===== src/design/cmc_pkg.sv =====
// package for the can mode-control block: register map, field positions,
// reset values, mode and state encodings.
// assumes one 50 MHz clock and an 8-bit register port of 6 address bits.
package cmc_pkg;

  // ---------------------------------------------------------------
  // register offsets (byte addresses on the register port)
  // ---------------------------------------------------------------
  localparam logic [5:0] ADR_CTL0  = 6'h00; // control_reg_0
  localparam logic [5:0] ADR_CTL1  = 6'h01; // enable, listen-only, status
  localparam logic [5:0] ADR_BTR0  = 6'h02; // bit_timing_reg_0
  localparam logic [5:0] ADR_BTR1  = 6'h03; // bit_timing_reg_1
  localparam logic [5:0] ADR_RFLG  = 6'h04; // receiver_flag_reg
  localparam logic [5:0] ADR_RIER  = 6'h05; // receiver_irq_enable_reg
  localparam logic [5:0] ADR_TFLG  = 6'h06; // transmit_flag_reg
  localparam logic [5:0] ADR_TIER  = 6'h07; // transmit_irq_enable_reg
  localparam logic [5:0] ADR_TARQ  = 6'h08; // abort_request_reg
  localparam logic [5:0] ADR_TAAK  = 6'h09; // abort_ack_reg
  localparam logic [5:0] ADR_TBSEL = 6'h0A; // tx_buffer_select_reg
  localparam logic [5:0] ADR_IDAC  = 6'h0B; // acceptance_control_reg
  localparam logic [5:0] ADR_IDAR  = 6'h10; // acceptance_code_regs, 4 bytes
  localparam logic [5:0] ADR_IDMR  = 6'h14; // acceptance_mask_regs, 4 bytes

  // ---------------------------------------------------------------
  // field positions
  // ---------------------------------------------------------------
  localparam int CTL0_INIT    = 0; // init_request
  localparam int CTL0_SLEEP   = 1; // sleep_request
  localparam int CTL1_INITACK = 0; // read-only: in initialization mode
  localparam int CTL1_SLPACK  = 1; // read-only: sleep_acknowledge
  localparam int CTL1_LISTEN  = 4; // listen-only monitoring
  localparam int CTL1_ENABLE  = 7; // module_enable
  localparam int RFLG_RXF     = 0; // receive buffer holds a frame
  localparam int FILT_N       = 4; // bytes per filter bank

  // ---------------------------------------------------------------
  // reset values
  // ---------------------------------------------------------------
  localparam logic [7:0] RST_CTL0 = 8'h01; // init_request set
  localparam logic [7:0] RST_TFLG = 8'h07; // three tx buffers empty
  localparam logic [7:0] RST_ZERO = 8'h00;
  localparam logic       RECESSIVE = 1'b1;

  // ---------------------------------------------------------------
  // encodings
  // ---------------------------------------------------------------
  typedef enum logic [1:0] {
    ST_OFF   = 2'b00,
    ST_INIT  = 2'b01,
    ST_RUN   = 2'b10,
    ST_SLEEP = 2'b11
  } cmc_state_e;

  typedef enum logic [1:0] {
    SYS_NORMAL  = 2'b00,
    SYS_SPECIAL = 2'b01,
    SYS_EMUL    = 2'b10
  } cmc_sysmode_e;

endpackage


===== src/design/cmc_mode_if.sv =====
// interface carrying mode requests to the mode sequencer and its answers.
// assumes both ends run on the same clock.
interface cmc_mode_if;
  logic module_enable; // software enable
  logic init_request;  // software asks for initialization
  logic sleep_request; // software asks for sleep
  logic mac_busy;      // protocol engine is inside a frame
  logic in_init;       // sequencer sits in initialization
  logic in_sleep;      // sequencer sits in sleep
  logic running;       // protocol engine may run
  logic enter_init;    // initialization is entered at the coming edge

  modport fsm (input module_enable, init_request, sleep_request, mac_busy,
               output in_init, in_sleep, running, enter_init);
  modport ctl (output module_enable, init_request, sleep_request, mac_busy,
               input in_init, in_sleep, running, enter_init);
endinterface


===== src/design/cmc_bus_gate.sv =====
// tx pin gating and monitor path toward the protocol engine.
// assumes bus_rx_pin is asynchronous; other inputs are on clk.
module cmc_bus_gate (
  input  wire logic clk,
  input  wire logic srst,
  input  wire logic ce,
  input  wire logic bus_rx_pin,
  input  wire logic mac_tx_bit,
  input  wire logic listen_only,
  input  wire logic force_recessive,
  output logic      bus_tx_pin,
  output logic      mac_rx_bit
);

  // ---------------------------------------------------------------
  // state
  // ---------------------------------------------------------------
  typedef struct packed {
    logic rx_meta; // first synchroniser stage
    logic rx_sync; // second synchroniser stage
    logic tx_pin;  // driven bus level
    logic mon;     // bit seen by the protocol monitor
  } cmc_gate_s;

  cmc_gate_s s;      // registered state
  cmc_gate_s next_s; // next state

  // gating and loop-back
  always_comb
  begin
    next_s         = s;
    next_s.rx_meta = bus_rx_pin;
    next_s.rx_sync = s.rx_meta;
    // init, sleep, off and listen-only all keep the wire recessive
    if (force_recessive || listen_only)
      next_s.tx_pin = cmc_pkg::RECESSIVE;
    else
      next_s.tx_pin = mac_tx_bit;
    // in listen-only, a dominant bit the engine wants is looped back internally
    if (listen_only)
      next_s.mon = s.rx_sync & mac_tx_bit;
    else
      next_s.mon = s.rx_sync;
  end

  // registers, frozen while ce is low
  always_ff @(posedge clk)
  begin
    if (srst)
    begin
      s.rx_meta <= cmc_pkg::RECESSIVE;
      s.rx_sync <= cmc_pkg::RECESSIVE;
      s.tx_pin  <= cmc_pkg::RECESSIVE;
      s.mon     <= cmc_pkg::RECESSIVE;
    end
    else if (ce)
      s <= next_s;
  end

  assign bus_tx_pin = s.tx_pin;
  assign mac_rx_bit = s.mon;

endmodule


===== src/design/cmc_mode_fsm.sv =====
// mode sequencer: off, initialization, run and sleep.
// assumes requests come from flip-flops on the same clock.
module cmc_mode_fsm (
  input wire logic clk,
  input wire logic srst,
  input wire logic ce,
  cmc_mode_if.fsm  mif
);

  // ---------------------------------------------------------------
  // state
  // ---------------------------------------------------------------
  typedef struct packed {
    cmc_pkg::cmc_state_e state; // current mode
  } cmc_fsm_s;

  cmc_fsm_s s;      // registered state
  cmc_fsm_s next_s; // next state

  // next mode; leaving run for sleep waits for the engine to go idle
  always_comb
  begin
    next_s = s;
    case (s.state)
      cmc_pkg::ST_OFF:
      begin
        if (mif.module_enable)
          next_s.state = cmc_pkg::ST_INIT;
      end
      cmc_pkg::ST_INIT:
      begin
        if (!mif.module_enable)
          next_s.state = cmc_pkg::ST_OFF;
        else if (!mif.init_request)
          next_s.state = cmc_pkg::ST_RUN;
      end
      cmc_pkg::ST_RUN:
      begin
        if (!mif.module_enable)
          next_s.state = cmc_pkg::ST_OFF;
        else if (mif.init_request)
          next_s.state = cmc_pkg::ST_INIT;
        else if (mif.sleep_request && !mif.mac_busy)
          next_s.state = cmc_pkg::ST_SLEEP;
      end
      cmc_pkg::ST_SLEEP:
      begin
        if (!mif.module_enable)
          next_s.state = cmc_pkg::ST_OFF;
        else if (mif.init_request)
          next_s.state = cmc_pkg::ST_INIT;
        else if (!mif.sleep_request)
          next_s.state = cmc_pkg::ST_RUN;
      end
      default:
        next_s.state = cmc_pkg::ST_OFF;
    endcase
  end

  // state register, frozen while ce is low
  always_ff @(posedge clk)
  begin
    if (srst)
      s.state <= cmc_pkg::ST_OFF;
    else if (ce)
      s <= next_s;
  end

  assign mif.in_init    = (s.state == cmc_pkg::ST_INIT);
  assign mif.in_sleep   = (s.state == cmc_pkg::ST_SLEEP);
  assign mif.running    = (s.state == cmc_pkg::ST_RUN);
  // one-cycle look-ahead so the register file resets on the same edge
  assign mif.enter_init = ce && (s.state != cmc_pkg::ST_INIT)
                          && (next_s.state == cmc_pkg::ST_INIT);

endmodule


===== src/design/cmc_top.sv =====
// can controller mode control: register file, mode sequencing, pin gating.
// assumes a protocol engine on the same clock drives the mac_* inputs and
// obeys engine_run, engine_abort and mac_tx_grant.
// the register port never waits.
//
// Overview of operation
// - special modes lift configuration write locks
// - emulation modes behave exactly like normal
// - listen-only still receives and stores frames
// - listen-only: recessive only, no transmission start
// - listen-only dominant bits loop back internally
// - enabling the module enters initialization first
// - entering initialization aborts frames, drops sync
// - entering initialization forces tx pin recessive
// - initialization halts engine, registers stay accessible
// - initialization resets control_reg_0, flag, select registers
// - initialization allows timing and filter writes
module cmc_top (
  input  wire logic        clk,
  input  wire logic        srst,
  input  wire logic        ce,
  // register port
  input  wire logic [5:0]  addr,
  input  wire logic [7:0]  wdata,
  input  wire logic        wr,
  input  wire logic        rd,
  output logic      [7:0]  rdata,
  // system operating mode
  input  wire logic [1:0]  sys_mode,
  // protocol engine side
  input  wire logic        mac_tx_bit,
  input  wire logic        mac_busy,
  input  wire logic        mac_tx_request,
  input  wire logic        mac_rx_frame_ok,
  output logic             mac_tx_grant,
  output logic             mac_rx_bit,
  output logic             engine_run,
  output logic             engine_abort,
  // configuration copies
  output logic      [7:0]  cfg_timing_0,
  output logic      [7:0]  cfg_timing_1,
  output logic      [7:0]  cfg_accept_ctl,
  output logic      [31:0] cfg_accept_code,
  output logic      [31:0] cfg_accept_mask,
  // can bus pins
  input  wire logic        bus_rx_pin,
  output logic             bus_tx_pin
);

  // ---------------------------------------------------------------
  // state
  // ---------------------------------------------------------------
  typedef struct packed {
    logic [7:0]            ctl0;   // control_reg_0
    logic                  enable; // module_enable
    logic                  listen; // listen-only select
    logic [7:0]            btr0;   // bit_timing_reg_0
    logic [7:0]            btr1;   // bit_timing_reg_1
    logic [7:0]            rflg;   // receiver_flag_reg
    logic [7:0]            rier;   // receiver_irq_enable_reg
    logic [7:0]            tflg;   // transmit_flag_reg
    logic [7:0]            tier;   // transmit_irq_enable_reg
    logic [7:0]            tarq;   // abort_request_reg
    logic [7:0]            taak;   // abort_ack_reg
    logic [7:0]            tbsel;  // tx_buffer_select_reg
    logic [7:0]            idac;   // acceptance_control_reg
    logic [3:0][7:0]       idar;   // acceptance_code_regs
    logic [3:0][7:0]       idmr;   // acceptance_mask_regs
    logic [7:0]            rdata;  // read answer, valid one cycle
    logic                  abort;  // abort pulse to the engine
  } cmc_top_s;

  cmc_top_s s;      // registered state
  cmc_top_s next_s; // next state
  // one struct: one ce, one srst

  cmc_mode_if mif (); // link to the mode sequencer

  // decoded helpers
  logic cfg_open;    // configuration registers may be written
  logic special;     // special system mode
  logic [7:0] ctl1_rd; // assembled status view
  logic force_rec;   // keep the bus wire recessive
  logic [7:0] wr_sel;  // one-hot decode of the registers at 0x00 to 0x07

  // ---------------------------------------------------------------
  // mode sequencer and pin gate
  // ---------------------------------------------------------------
  // requests come from flops
  assign mif.module_enable = s.enable;
  assign mif.init_request  = s.ctl0[cmc_pkg::CTL0_INIT];
  assign mif.sleep_request = s.ctl0[cmc_pkg::CTL0_SLEEP];
  assign mif.mac_busy      = mac_busy;

  // off, init, run and sleep
  cmc_mode_fsm u_fsm (
    .clk  (clk),
    .srst (srst),
    .ce   (ce),
    .mif  (mif)
  );

  // a pending init request already forces recessive, so the pin goes
  // quiet on the same edge the sequencer enters initialization
  assign force_rec = !mif.running || mif.init_request;

  cmc_bus_gate u_gate (
    .clk             (clk),
    .srst            (srst),
    .ce              (ce),
    .bus_rx_pin      (bus_rx_pin),
    .mac_tx_bit      (mac_tx_bit),
    .listen_only     (s.listen),
    .force_recessive (force_rec),
    .bus_tx_pin      (bus_tx_pin),
    .mac_rx_bit      (mac_rx_bit)
  );

  // ---------------------------------------------------------------
  // write permissions
  // ---------------------------------------------------------------
  // emulation and undefined codes fall through to normal behaviour
  assign special  = (sys_mode == cmc_pkg::SYS_SPECIAL);

  // timing and filters only change in initialization or under special modes
  assign cfg_open = mif.in_init || special;

  // status view of the second control register
  // ack bits mirror the sequencer
  always_comb
  begin
    // other bits read zero
    ctl1_rd                        = cmc_pkg::RST_ZERO;
    ctl1_rd[cmc_pkg::CTL1_ENABLE]  = s.enable;
    ctl1_rd[cmc_pkg::CTL1_LISTEN]  = s.listen;
    ctl1_rd[cmc_pkg::CTL1_SLPACK]  = mif.in_sleep;
    ctl1_rd[cmc_pkg::CTL1_INITACK] = mif.in_init;
  end

  // one-hot write decode for the addresses 0x00 to 0x07
  // higher ones compare in full
  always_comb
  begin
    wr_sel = 8'h00;
    if (wr && (addr[5:3] == 3'h0))
      wr_sel[addr[2:0]] = 1'b1;
  end

  // ---------------------------------------------------------------
  // register file and side effects
  // ---------------------------------------------------------------
  // registers stay readable in every mode and writable except abort_ack_reg outside special modes; only the
  // configuration group and the listen-only bit are gated by cfg_open
  always_comb
  begin
    next_s       = s;
    next_s.rdata = cmc_pkg::RST_ZERO;
    next_s.abort = mif.enter_init;
    // writes first; hardware events below win, except that a special-mode abort_ack_reg write beats the acknowledge copy

    // control_reg_0: init and sleep requests and spare bits
    if (wr_sel[cmc_pkg::ADR_CTL0[2:0]])
      next_s.ctl0 = wdata;

    // enable and listen-only; listen-only is a setting, so lock it too
    if (wr_sel[cmc_pkg::ADR_CTL1[2:0]])
    begin
      // enable never locks
      next_s.enable = wdata[cmc_pkg::CTL1_ENABLE];
      if (cfg_open)
        next_s.listen = wdata[cmc_pkg::CTL1_LISTEN];
    end

    // a disabled module waits with its init request raised
    if (!s.enable)
      next_s.ctl0[cmc_pkg::CTL0_INIT] = 1'b1;

    // bit timing, written only while configuration is open
    if (wr_sel[cmc_pkg::ADR_BTR0[2:0]] && cfg_open)
      next_s.btr0 = wdata;
    if (wr_sel[cmc_pkg::ADR_BTR1[2:0]] && cfg_open)
      next_s.btr1 = wdata;

    // receiver flags: write one to clear
    if (wr_sel[cmc_pkg::ADR_RFLG[2:0]])
      next_s.rflg = s.rflg & ~wdata;

    // a frame arriving in the clearing cycle still sets its flag;
    // listen-only keeps receiving
    if (mac_rx_frame_ok && mif.running)
      next_s.rflg[cmc_pkg::RFLG_RXF] = 1'b1;

    // enables are plain storage
    if (wr_sel[cmc_pkg::ADR_RIER[2:0]])
      next_s.rier = wdata;

    // a one claims a buffer
    if (wr_sel[cmc_pkg::ADR_TFLG[2:0]])
      next_s.tflg = s.tflg & ~wdata; // software marks buffers full

    if (wr_sel[cmc_pkg::ADR_TIER[2:0]])
      next_s.tier = wdata;

    // abort request and acknowledge
    if (wr && (addr == cmc_pkg::ADR_TARQ))
      next_s.tarq = wdata;

    // the engine acknowledges once no frame is in flight
    if (!mac_busy)
      next_s.taak = s.tarq;

    // the acknowledge is read-only except under special modes
    if (wr && (addr == cmc_pkg::ADR_TAAK) && special)
      next_s.taak = wdata;

    // buffer select
    if (wr && (addr == cmc_pkg::ADR_TBSEL))
      next_s.tbsel = wdata;

    // acceptance control and filter banks
    if (wr && (addr == cmc_pkg::ADR_IDAC) && cfg_open)
      next_s.idac = wdata;

    // one compare per byte
    for (int i = 0; i < cmc_pkg::FILT_N; i++)
    begin
      // code byte
      if (wr && cfg_open && (addr == cmc_pkg::ADR_IDAR + 6'(i)))
        next_s.idar[i] = wdata;
      // mask byte
      if (wr && cfg_open && (addr == cmc_pkg::ADR_IDMR + 6'(i)))
        next_s.idmr[i] = wdata;
    end

    // entering initialization overrides any write in the same cycle
    // timing, filters, enable and listen-only survive it
    if (mif.enter_init)
    begin
      next_s.ctl0  = cmc_pkg::RST_CTL0;
      next_s.rflg  = cmc_pkg::RST_ZERO;
      next_s.rier  = cmc_pkg::RST_ZERO;
      next_s.tflg  = cmc_pkg::RST_TFLG;
      next_s.tier  = cmc_pkg::RST_ZERO;
      next_s.tarq  = cmc_pkg::RST_ZERO;
      next_s.taak  = cmc_pkg::RST_ZERO;
      next_s.tbsel = cmc_pkg::RST_ZERO;
    end

    // read decode; unmapped addresses answer zero
    // reads see pre-write values
    if (rd)
    begin
      // small registers by address
      case (addr)
        cmc_pkg::ADR_CTL0:  next_s.rdata = s.ctl0;
        cmc_pkg::ADR_CTL1:  next_s.rdata = ctl1_rd;
        cmc_pkg::ADR_BTR0:  next_s.rdata = s.btr0;
        cmc_pkg::ADR_BTR1:  next_s.rdata = s.btr1;
        cmc_pkg::ADR_RFLG:  next_s.rdata = s.rflg;
        cmc_pkg::ADR_RIER:  next_s.rdata = s.rier;
        cmc_pkg::ADR_TFLG:  next_s.rdata = s.tflg;
        cmc_pkg::ADR_TIER:  next_s.rdata = s.tier;
        cmc_pkg::ADR_TARQ:  next_s.rdata = s.tarq;
        cmc_pkg::ADR_TAAK:  next_s.rdata = s.taak;
        cmc_pkg::ADR_TBSEL: next_s.rdata = s.tbsel;
        cmc_pkg::ADR_IDAC:  next_s.rdata = s.idac;
        default:
        begin
          // filter banks sit in two aligned groups of four
          if (addr[5:3] == cmc_pkg::ADR_IDAR[5:3])
            next_s.rdata = addr[2] ? s.idmr[addr[1:0]] : s.idar[addr[1:0]];
          else
            next_s.rdata = cmc_pkg::RST_ZERO;
        end
      endcase
    end
  end

  // ---------------------------------------------------------------
  // state register
  // ---------------------------------------------------------------
  // all state frozen while ce is low; the read answer too, so a read
  // strobe must be given in a cycle with ce high
  always_ff @(posedge clk)
  begin
    if (srst)
    begin
      // control
      s.ctl0   <= cmc_pkg::RST_CTL0;
      s.enable <= 1'b0;
      s.listen <= 1'b0;
      // bit timing
      s.btr0   <= cmc_pkg::RST_ZERO;
      s.btr1   <= cmc_pkg::RST_ZERO;
      // flags and buffers
      s.rflg   <= cmc_pkg::RST_ZERO;
      s.rier   <= cmc_pkg::RST_ZERO;
      s.tflg   <= cmc_pkg::RST_TFLG;
      s.tier   <= cmc_pkg::RST_ZERO;
      s.tarq   <= cmc_pkg::RST_ZERO;
      s.taak   <= cmc_pkg::RST_ZERO;
      s.tbsel  <= cmc_pkg::RST_ZERO;
      // filter
      s.idac   <= cmc_pkg::RST_ZERO;
      s.idar   <= '0;
      s.idmr   <= '0;
      // port and pulse
      s.rdata  <= cmc_pkg::RST_ZERO;
      s.abort  <= 1'b0;
    end
    else if (ce)
      s <= next_s;
  end

  // ---------------------------------------------------------------
  // outputs
  // ---------------------------------------------------------------
  // straight from the flop
  assign rdata           = s.rdata;
  // the engine only runs in run mode, so it is halted in init
  assign engine_run      = mif.running;

  // one clean cycle
  assign engine_abort    = s.abort;

  // a start needs run mode, no listen-only and an empty-flagged buffer
  // cleared by software; listen-only never starts a frame
  assign mac_tx_grant    = mac_tx_request
                           && mif.running
                           && !s.listen
                           && ((s.tflg[2:0] & s.tbsel[2:0]) != 3'h7)
                           && (s.tflg[2:0] != 3'h7);

  // configuration copies
  assign cfg_timing_0    = s.btr0;
  assign cfg_timing_1    = s.btr1;
  assign cfg_accept_ctl  = s.idac;
  // byte i at bits 8i+7:8i
  assign cfg_accept_code = s.idar;
  assign cfg_accept_mask = s.idmr;

endmodule


===== config.mk =====
export PLATFORM = sky130hd
export DESIGN_NAME = cmc_top
export DESIGN_NICKNAME = d
export VERILOG_FILES = /design/src/design/cmc_pkg.sv /design/src/design/cmc_mode_if.sv /design/src/design/cmc_bus_gate.sv /design/src/design/cmc_mode_fsm.sv /design/src/design/cmc_top.sv
export SDC_FILE = /design/constraint.sdc
export NUM_CORES = 1
export LEC_CHECK = 0
export BUFFER_PORTS_ARGS = -buffer_cell sky130_fd_sc_hd__buf_2
export CAP_MARGIN = 20
export CORE_MARGIN = 2
export CORE_UTILIZATION = 41
export DETAILED_ROUTE_END_ITERATION = 16
export SLEW_MARGIN = 40
export SYNTH_ARGS = -nofsm -noshare
export SYNTH_HDL_FRONTEND = slang
export SYNTH_SLANG_ARGS = --single-unit

===== constraint.sdc =====
create_clock -name clk -period 3.4 [get_ports clk]
set_clock_uncertainty 0.05 [all_clocks]
set_input_delay 1.02 -clock clk [delete_from_list [all_inputs] [get_ports clk]]
set_output_delay 1.02 -clock clk [all_outputs]
set_load 0.1 [all_outputs]

==> impl_metrics.py, run 1 <==
metrics = {
    "clocking": {
        "cts_buffer_depth": 2,
        "post_cts.repair.setup_buffers": 0,
        "clock_latency_ps": 430,
        "clkSinkCount": 169,
        "post_cts_resized": 0,
        "cts_tree": "built",
        "path_clk_slew_ps": 60,
        "cts_max_level": 4,
        "cts_made_buffers": 17,
        "cts_root_buf": "clkbuf_16",
        "holdBufCountCts": 0,
    },
    "critical_path": {
        "end_kind": "output pin",
        "arrival_ps": 1940,
        "worst_r2r_startpoint": "u_fsm.s[0]",
        "r2r_setup_slack_ps": 1200,
        "crit_required_ps": 2330,
        "criticalPathCategory": "flop to output pin",
        "r2r_cells": 6,
        "r2r_end": "s[133]",
        "critPathLaunchType": "flop",
        "worstPathMaxFanout": 6,
    },
    "timing": {
        "setup_viol": 0,
        "period_needed_ps": 3010,
        "hold_viol_final": 0,
        "post-route-period-util": 0.887,
        "whs_ps": 408,
        "setup_tns_ps": 0,
        "finalMaxSlewViolations": 0,
        "worst_pin_slew_ps": 746,
        "rsz0062_at_grt": "false",
        "max_slew_margin": 0.502,
        "max_freq_ghz": 0.332,
    },
    "hold_path": {
        "min_path_cells": 2,
        "hold_start": "s[160]",
        "min_to": "s[160]",
        "min_path_type": "flop to flop",
    },
    "power_and_ir_drop": {
        "p_leak_nw": 3.75,
        "p_per_area_mw_per_mm2": 468,
        "peakVddDrop_uv": 259,
    },
    "floorplan": {
        "io_pins": 127,
        "start_util": 0.416,
        "core_sq_mm": 0.0209,
        "dieArea_sq_mm": 0.0224,
        "die_x_um": 150,
        "rows": 53,
        "die_h_um": 150,
    },
    "grt": {
        "grt_pass1_wl_um": 40300,
        "gr-total-overflow": 0,
        "antenna_found_initial": 0,
        "grt_max_degree": 55,
        "grt_pass1_vias": 6668,
        "grt.total_usage": 0.237,
    },
    "route": {
        "dr.first_iter.drc_count": 672,
        "drc": 0,
        "via_count": 7051,
        "postRouteAntennaNets": 0,
        "wl_um": 26400,
        "wire_per_inst_um": 20.9,
        "via_per_inst": 5.60,
        "drtPass1Iterations": 5,
    },
    "synthesis": {
        "synth_edf_count": 0,
        "synthFlopType": "dfxtp_1",
        "synthTopCellsByArea": "dfxtp_1, mux2i_1, buf_4",
        "postSynthCellCount": 962,
        "synth_common_cells": "dfxtp_1, buf_4, mux2i_1",
        "yosysMostFrequentCell": "dfxtp_1",
        "yosys_warnings": 0,
        "synth_seq_cells": 169,
        "seq_area_frac_synth": 0.390,
        "netlist_area_sq_mm": 0.00868,
        "yosysTopAreaCell": "dfxtp_1",
        "syn_nets": 988,
        "synth.distinct_cells": 61,
        "synth_area_per_cell_sq_um": 9.03,
        "synth_top_area_frac": 0.390,
        "async_flop_share": 0,
    },
    "placement": {
        "port_buffers": 126,
        "place_hpwl_um": 18100,
        "routabilityCongestion": 0.954,
    },
    "cells_and_area": {
        "nets": 997,
        "drive_gt1_frac": 0.262,
        "syn_to_final_growth_pct": 10.1,
        "fillerInstances": 2033,
        "n_antenna_cell": 0,
    },
    "job": {
        "drv_cap": 0,
    },
    "outcome": {
        "outcome": "finished, final reports clean",
    },
}
state kept, by name, summed over array words and instances, names as in the netlist:
name / cells
u_gate.s: 1
cfg_accept_code: 32
mif.sleep_request: 1
u_fsm.s: 2
mif.init_request: 1
ctl1_rd: 1
s: 62
u_gate.mac_rx_bit: 1
rdata: 8
cfg_timing_1: 8
u_gate.bus_tx_pin: 1
cfg_accept_ctl: 8
mif.module_enable: 1
cfg_accept_mask: 32
cfg_timing_0: 8
u_gate.next_s: 1
engine_abort: 1
how the worst max path moves through the flow:
stage,from,to
2_1_floorplan,u_fsm.s[1],mac_tx_grant
3_3_place_gp,addr[1],rdata[3]
3_5_place_dp,addr[1],rdata[2]
4_1_cts,u_fsm.s[1],mac_tx_grant
5_1_grt,u_fsm.s[1],mac_tx_grant
6_report,u_fsm.s[1],mac_tx_grant
per-layer routing:
| layer | GRT usage | part of all wire | up-vias | wire (um) |
|---|---|---|---|---|
| met2 | 0.365 | 0.45 | 288 | 12000 |
| met5 | 0 | 0 | - | 0 |
| met1 | 0.330 | 0.45 | 3427 | 11900 |
| met4 | 0.0762 | 0.024 | 0 | 621 |
| li1 | - | - | 3297 | - |
| met3 | 0.0540 | 0.073 | 39 | 1930 |
layout by cell type (no fill, tap or decap), types with 3 or more instances in the layout:
master | Yosys | routed
mux2i_1 | 95 | 95
nand2b_1 | 6 | 6
nor3_1 | 4 | 4
and3_1 | 16 | 16
nor4_1 | 3 | 3
a211oi_1 | 8 | 8
a311oi_1 | 3 | 3
nand3_1 | 33 | 33
nor2_1 | 92 | 92
a21oi_1 | 68 | 68
inv_1 | 7 | 7
buf_2 | 18 | 125
clkbuf_16 | 0 | 17
nand2_1 | 87 | 87
dfxtp_1 | 169 | 169
nor3_4 | 3 | 3
o22a_1 | 8 | 8
mux2_2 | 10 | 10
mux4_2 | 21 | 21
nand4_1 | 8 | 8
and2_1 | 5 | 5
nor2b_1 | 13 | 12
a22oi_1 | 14 | 14
nor2_2 | 17 | 17
buf_4 | 100 | 37
bufinv_16 | 0 | 5
clkinv_4 | 0 | 3
o211ai_1 | 3 | 3
o21ai_0 | 46 | 46
a31oi_1 | 8 | 7
critical path: stages, from the launching register on:
cell and delay, ps:
dfxtp_1 410, nor2b_2 230, and2_1 190, nand2_1 100
a31oi_4 140, buf_2 440
cells by family after synthesis:
logic type,share of synthesized area
compound gates,0.127
buf+inv,0.128
flops,0.390
mux,0.177
simple gates,0.178
report_power, final:
group | internal (mW) | switching [mW]
combinational | 0.0850 | 0.234
clock | 1.34 | 0.814
sequential | 1.99 | 0.00703
area by class of cell:
cell class | count | area, sq um | area share
multi-input combinational | 611 | 4210 | 0.440
sequential | 169 | 3380 | 0.354
timing repair buffer | 164 | 943 | 0.0987
clock buffer | 21 | 460 | 0.0482
tap | 275 | 344 | 0.0360
clock inverter | 11 | 194 | 0.0203
inverter | 8 | 30.0 | 0.00314
through the flow:
stage | cell area, sq um | worst slack, ps | total power [mW] | instances | util
CTS | 9560 | 368 | 4.50 | 1259 | 0.458
finish | 9560 | 386 | 4.47 | 1259 | 0.458
detailed placement | 8910 | 361 | 2.36 | 1227 | 0.426
global route | 9560 | 300 | 4.59 | 1259 | 0.458
global placement | 8910 | 328 | 2.36 | 1227 | 0.426
floorplan | 8700 | 158 | 2.25 | 962 | -
Power figures use the tool's default switching activity.
==> inputs of run 2 (changes only) <==
--- a/config.mk
+++ b/config.mk
@@ -13,4 +13,5 @@
 export SLEW_MARGIN = 40
 export SYNTH_ARGS = -nofsm -noshare
 export SYNTH_HDL_FRONTEND = slang
+export SYNTH_HIERARCHICAL = 1
 export SYNTH_SLANG_ARGS = --single-unit
==> constraint.sdc (replaced) <==
create_clock -name clk -period 3.7 [get_ports clk]
set_clock_uncertainty 0.05 [all_clocks]
set_input_delay 1.11 -clock clk [delete_from_list [all_inputs] [get_ports clk]]
set_output_delay 1.11 -clock clk [all_outputs]
set_load 0.1 [all_outputs]
==> run 2 against run 1 <==
Cell area rose by 1.2%. Clock power shrank 16%. Utilization is essentially flat. Combinational power shrank 4%. Worst hold slack improved by 2.4 ps. Critical path type is now primary input to output pin. Largest power group is now registers. Highest routed layer unchanged.
==> impl_metrics.py, run 2 <==
metrics = {
    "synthesis": {
        "synth_edf_count": 0,
        "synth_compound_area_frac": 0.174,
        "async_flop_share": 0,
        "synth_top_area_frac": 0.381,
        "muxShareOfSynthArea": 0.155,
        "synth_common_cells": "dfxtp_1, nor2_1, buf_4",
        "synth_fa_ha_area_frac": 0,
        "synthTopCellsByArea": "dfxtp_1, mux2i_1, buf_4",
        "synth_area_per_cell_sq_um": 8.77,
        "synth_seq_cells": 169,
        "synth.distinct_cells": 67,
        "synth-simple-area-share": 0.163,
        "yosysMostFrequentCell": "dfxtp_1",
        "yosys_warnings": 6,
        "seq_area_frac_synth": 0.381,
        "synth_top_family_by_area": "compound AO/OA/AOI/OAI gates",
        "synthFlopType": "dfxtp_1",
        "yosysTopAreaCell": "dfxtp_1",
        "netlist_area_sq_mm": 0.00887,
        "synth-xor-area-share": 0,
        "postSynthCellCount": 1011,
        "syn_nets": 1037,
    },
    "floorplan": {
        "dieArea_sq_mm": 0.0228,
        "io_pins": 127,
        "core_sq_mm": 0.0212,
        "rows": 53,
        "die_x_um": 151,
        "start_util": 0.419,
        "die_h_um": 151,
    },
    "timing": {
        "hold_viol_final": 0,
        "whs_ps": 410,
        "setup_tns_ps": 0,
        "finalMaxSlewViolations": 0,
        "rsz0062_at_grt": "false",
        "max_slew_margin": 0.491,
        "worst_pin_slew_ps": 763,
        "setup_viol": 0,
        "max_freq_ghz": 0.328,
        "period_needed_ps": 3050,
        "post-route-period-util": 0.825,
    },
    "grt": {
        "grt_max_degree": 50,
        "gr-total-overflow": 0,
        "grt_util_met3": 0.0503,
        "grt_pass1_wl_um": 42600,
        "grt.busiest_layer": "met2",
        "grtUsageMet1": 0.355,
        "gr-usage-met2": 0.372,
        "antenna_found_initial": 0,
        "grt_pass1_vias": 6997,
        "grt.total_usage": 0.248,
    },
    "power_and_ir_drop": {
        "p_per_area_mw_per_mm2": 409,
        "peakVddDrop_uv": 253,
        "p_seq_frac": 0.463,
        "switchingPower_mw": 1.05,
        "total_power_mw": 3.96,
        "pwr-share-clk": 0.459,
        "p_sw_frac": 0.264,
        "p_leak_nw": 4.09,
        "p_comb_frac": 0.077,
        "p_int_mw": 2.91,
    },
    "critical_path": {
        "worst_path_max_delay_cell": "buf_2",
        "path_depth": 4,
        "worstPathMaxFanout": 1,
        "crit_required_ps": 2540,
        "worst_r2r_startpoint": "u_fsm/s[0]",
        "r2r_cells": 5,
        "criticalPathCategory": "primary input to output pin",
        "crit_chain": "buf_2, nand3b_1, a31oi_2, buf_2",
        "cp_slowest_stage_delay_ps": 450,
        "path_buf_inv": 2,
        "end_kind": "output pin",
        "cp_top_family": "buffers and inverters",
        "r2r_setup_slack_ps": 1110,
        "critPathLaunch": "mac_tx_request",
        "path_common_cell": "buf_2",
        "critPathLaunchType": "primary input",
        "crit_end": "mac_tx_grant",
        "arrival_ps": 1890,
        "r2r_end": "cfg_accept_mask[5]",
    },
    "route": {
        "wire_per_inst_um": 21.8,
        "postRouteAntennaNets": 0,
        "via_count": 7625,
        "via_per_inst": 5.84,
        "dr.first_iter.drc_count": 670,
        "wl_um": 28500,
        "drc": 0,
        "drtPass1Iterations": 5,
    },
    "cells_and_area": {
        "drive_gt1_frac": 0.232,
        "layout_common_cells": "dfxtp_1, buf_2, nor2_1, nand2_1, mux2i_1",
        "n_antenna_cell": 0,
        "top_register": "s",
        "utilization": 0.457,
        "fillerInstances": 2058,
        "final_common_cell": "dfxtp_1",
        "syn_to_final_growth_pct": 9.10,
        "instances_no_fill": 1305,
        "largest_reg_flops": 62,
        "nets": 1043,
    },
    "hold_path": {
        "hold_start": "engine_abort",
        "min_path_type": "flop to flop",
    },
    "clocking": {
        "post_cts.repair.setup_buffers": 0,
        "clkSinkCount": 169,
        "cts_tree": "built",
        "cts_max_level": 4,
        "cts_buffer_depth": 2,
        "clock_latency_ps": 430,
        "post_cts_resized": 0,
        "cts_made_buffers": 17,
        "path_clk_slew_ps": 70,
        "holdBufCountCts": 0,
        "cts_root_buf": "clkbuf_16",
    },
    "placement": {
        "place_hpwl_um": 19600,
        "place_inst": 1273,
        "routabilityCongestion": 0.909,
        "port_buffers": 126,
    },
    "outcome": {
        "outcome": "finished, final reports clean",
    },
    "job": {
        "drv_cap": 0,
    },
}
==> run 2: cell types whose count changed in the layout (fill, tap and decap cells not counted), sizes merged, moves of 5 or more <==
cell / previous run / this run
a2bb2oi: 0 / 26
o21ai: 47 / 71
nand3: 33 / 19
inv: 7 / 15
o22a: 8 / 0
a22oi: 14 / 21
nand2: 87 / 94
or3: 2 / 9
mux2i: 95 / 89
nand4: 8 / 2
a211oi: 8 / 3
mux2: 10 / 5
nor2: 111 / 106
==> run 2: worst min path at each step <==
stage,depth (start not counted),to,slack (ps)
6_report,2,engine_abort,410
5_1_grt,1,s[136],440
4_1_cts,2,engine_abort,420
3_5_place_dp,1,u_gate/s[2],410
3_3_place_gp,2,engine_abort,400
2_1_floorplan,1,u_gate/s[2],380
==> run 2: kinds of logic after synthesis <==
kind of cell           count (synthesis)
and+or+nand+nor                      300
AOI/OAI and AO/OA                    242
buffers and inverters                187
DFF                                  169
muxes                                113
==> run 2: worst register-to-register path: cells and delay by family (launching register included) <==
family	cells	cell delay, ps
muxes	1	260
AOI/OAI and AO/OA	1	520
and+or+nand+nor	3	1230
DFF	1	420
==> run 2: stage by stage <==
step                setup slack (ps)  cell area, sq um
detailed placement               412              9090
finish                           647              9680
global placement                 467              9090
floorplan                        216              8880
global route                     626              9680
CTS                              635              9680
==> run 2: routing by layer <==
metal	routed length, um	vias up
met5	0	-
met4	750	0
met3	2450	43
met2	12700	383
met1	12500	3687
li1	-	3512
==> run 2: power groups by stage <==
stage                     clock network, mW  logic [mW]  registers [mW]
after CTS                              1.84       0.302            1.83
after global placement                    0       0.302            1.88
final                                  1.82       0.306            1.83
after detailed placement                  0       0.302            1.88
after global routing                   1.92       0.322            1.83
after floorplan                           0       0.205            1.88
==> run 2: final cells by class <==
cell class	instances	area [sq um]	area share
multi-input combinational	655	4390	0.453
sequential	169	3380	0.350
timing repair buffer	165	938	0.0970
clock buffer	17	425	0.0440
tap	275	344	0.0356
clock inverter	15	165	0.0171
inverter	9	33.8	0.00349
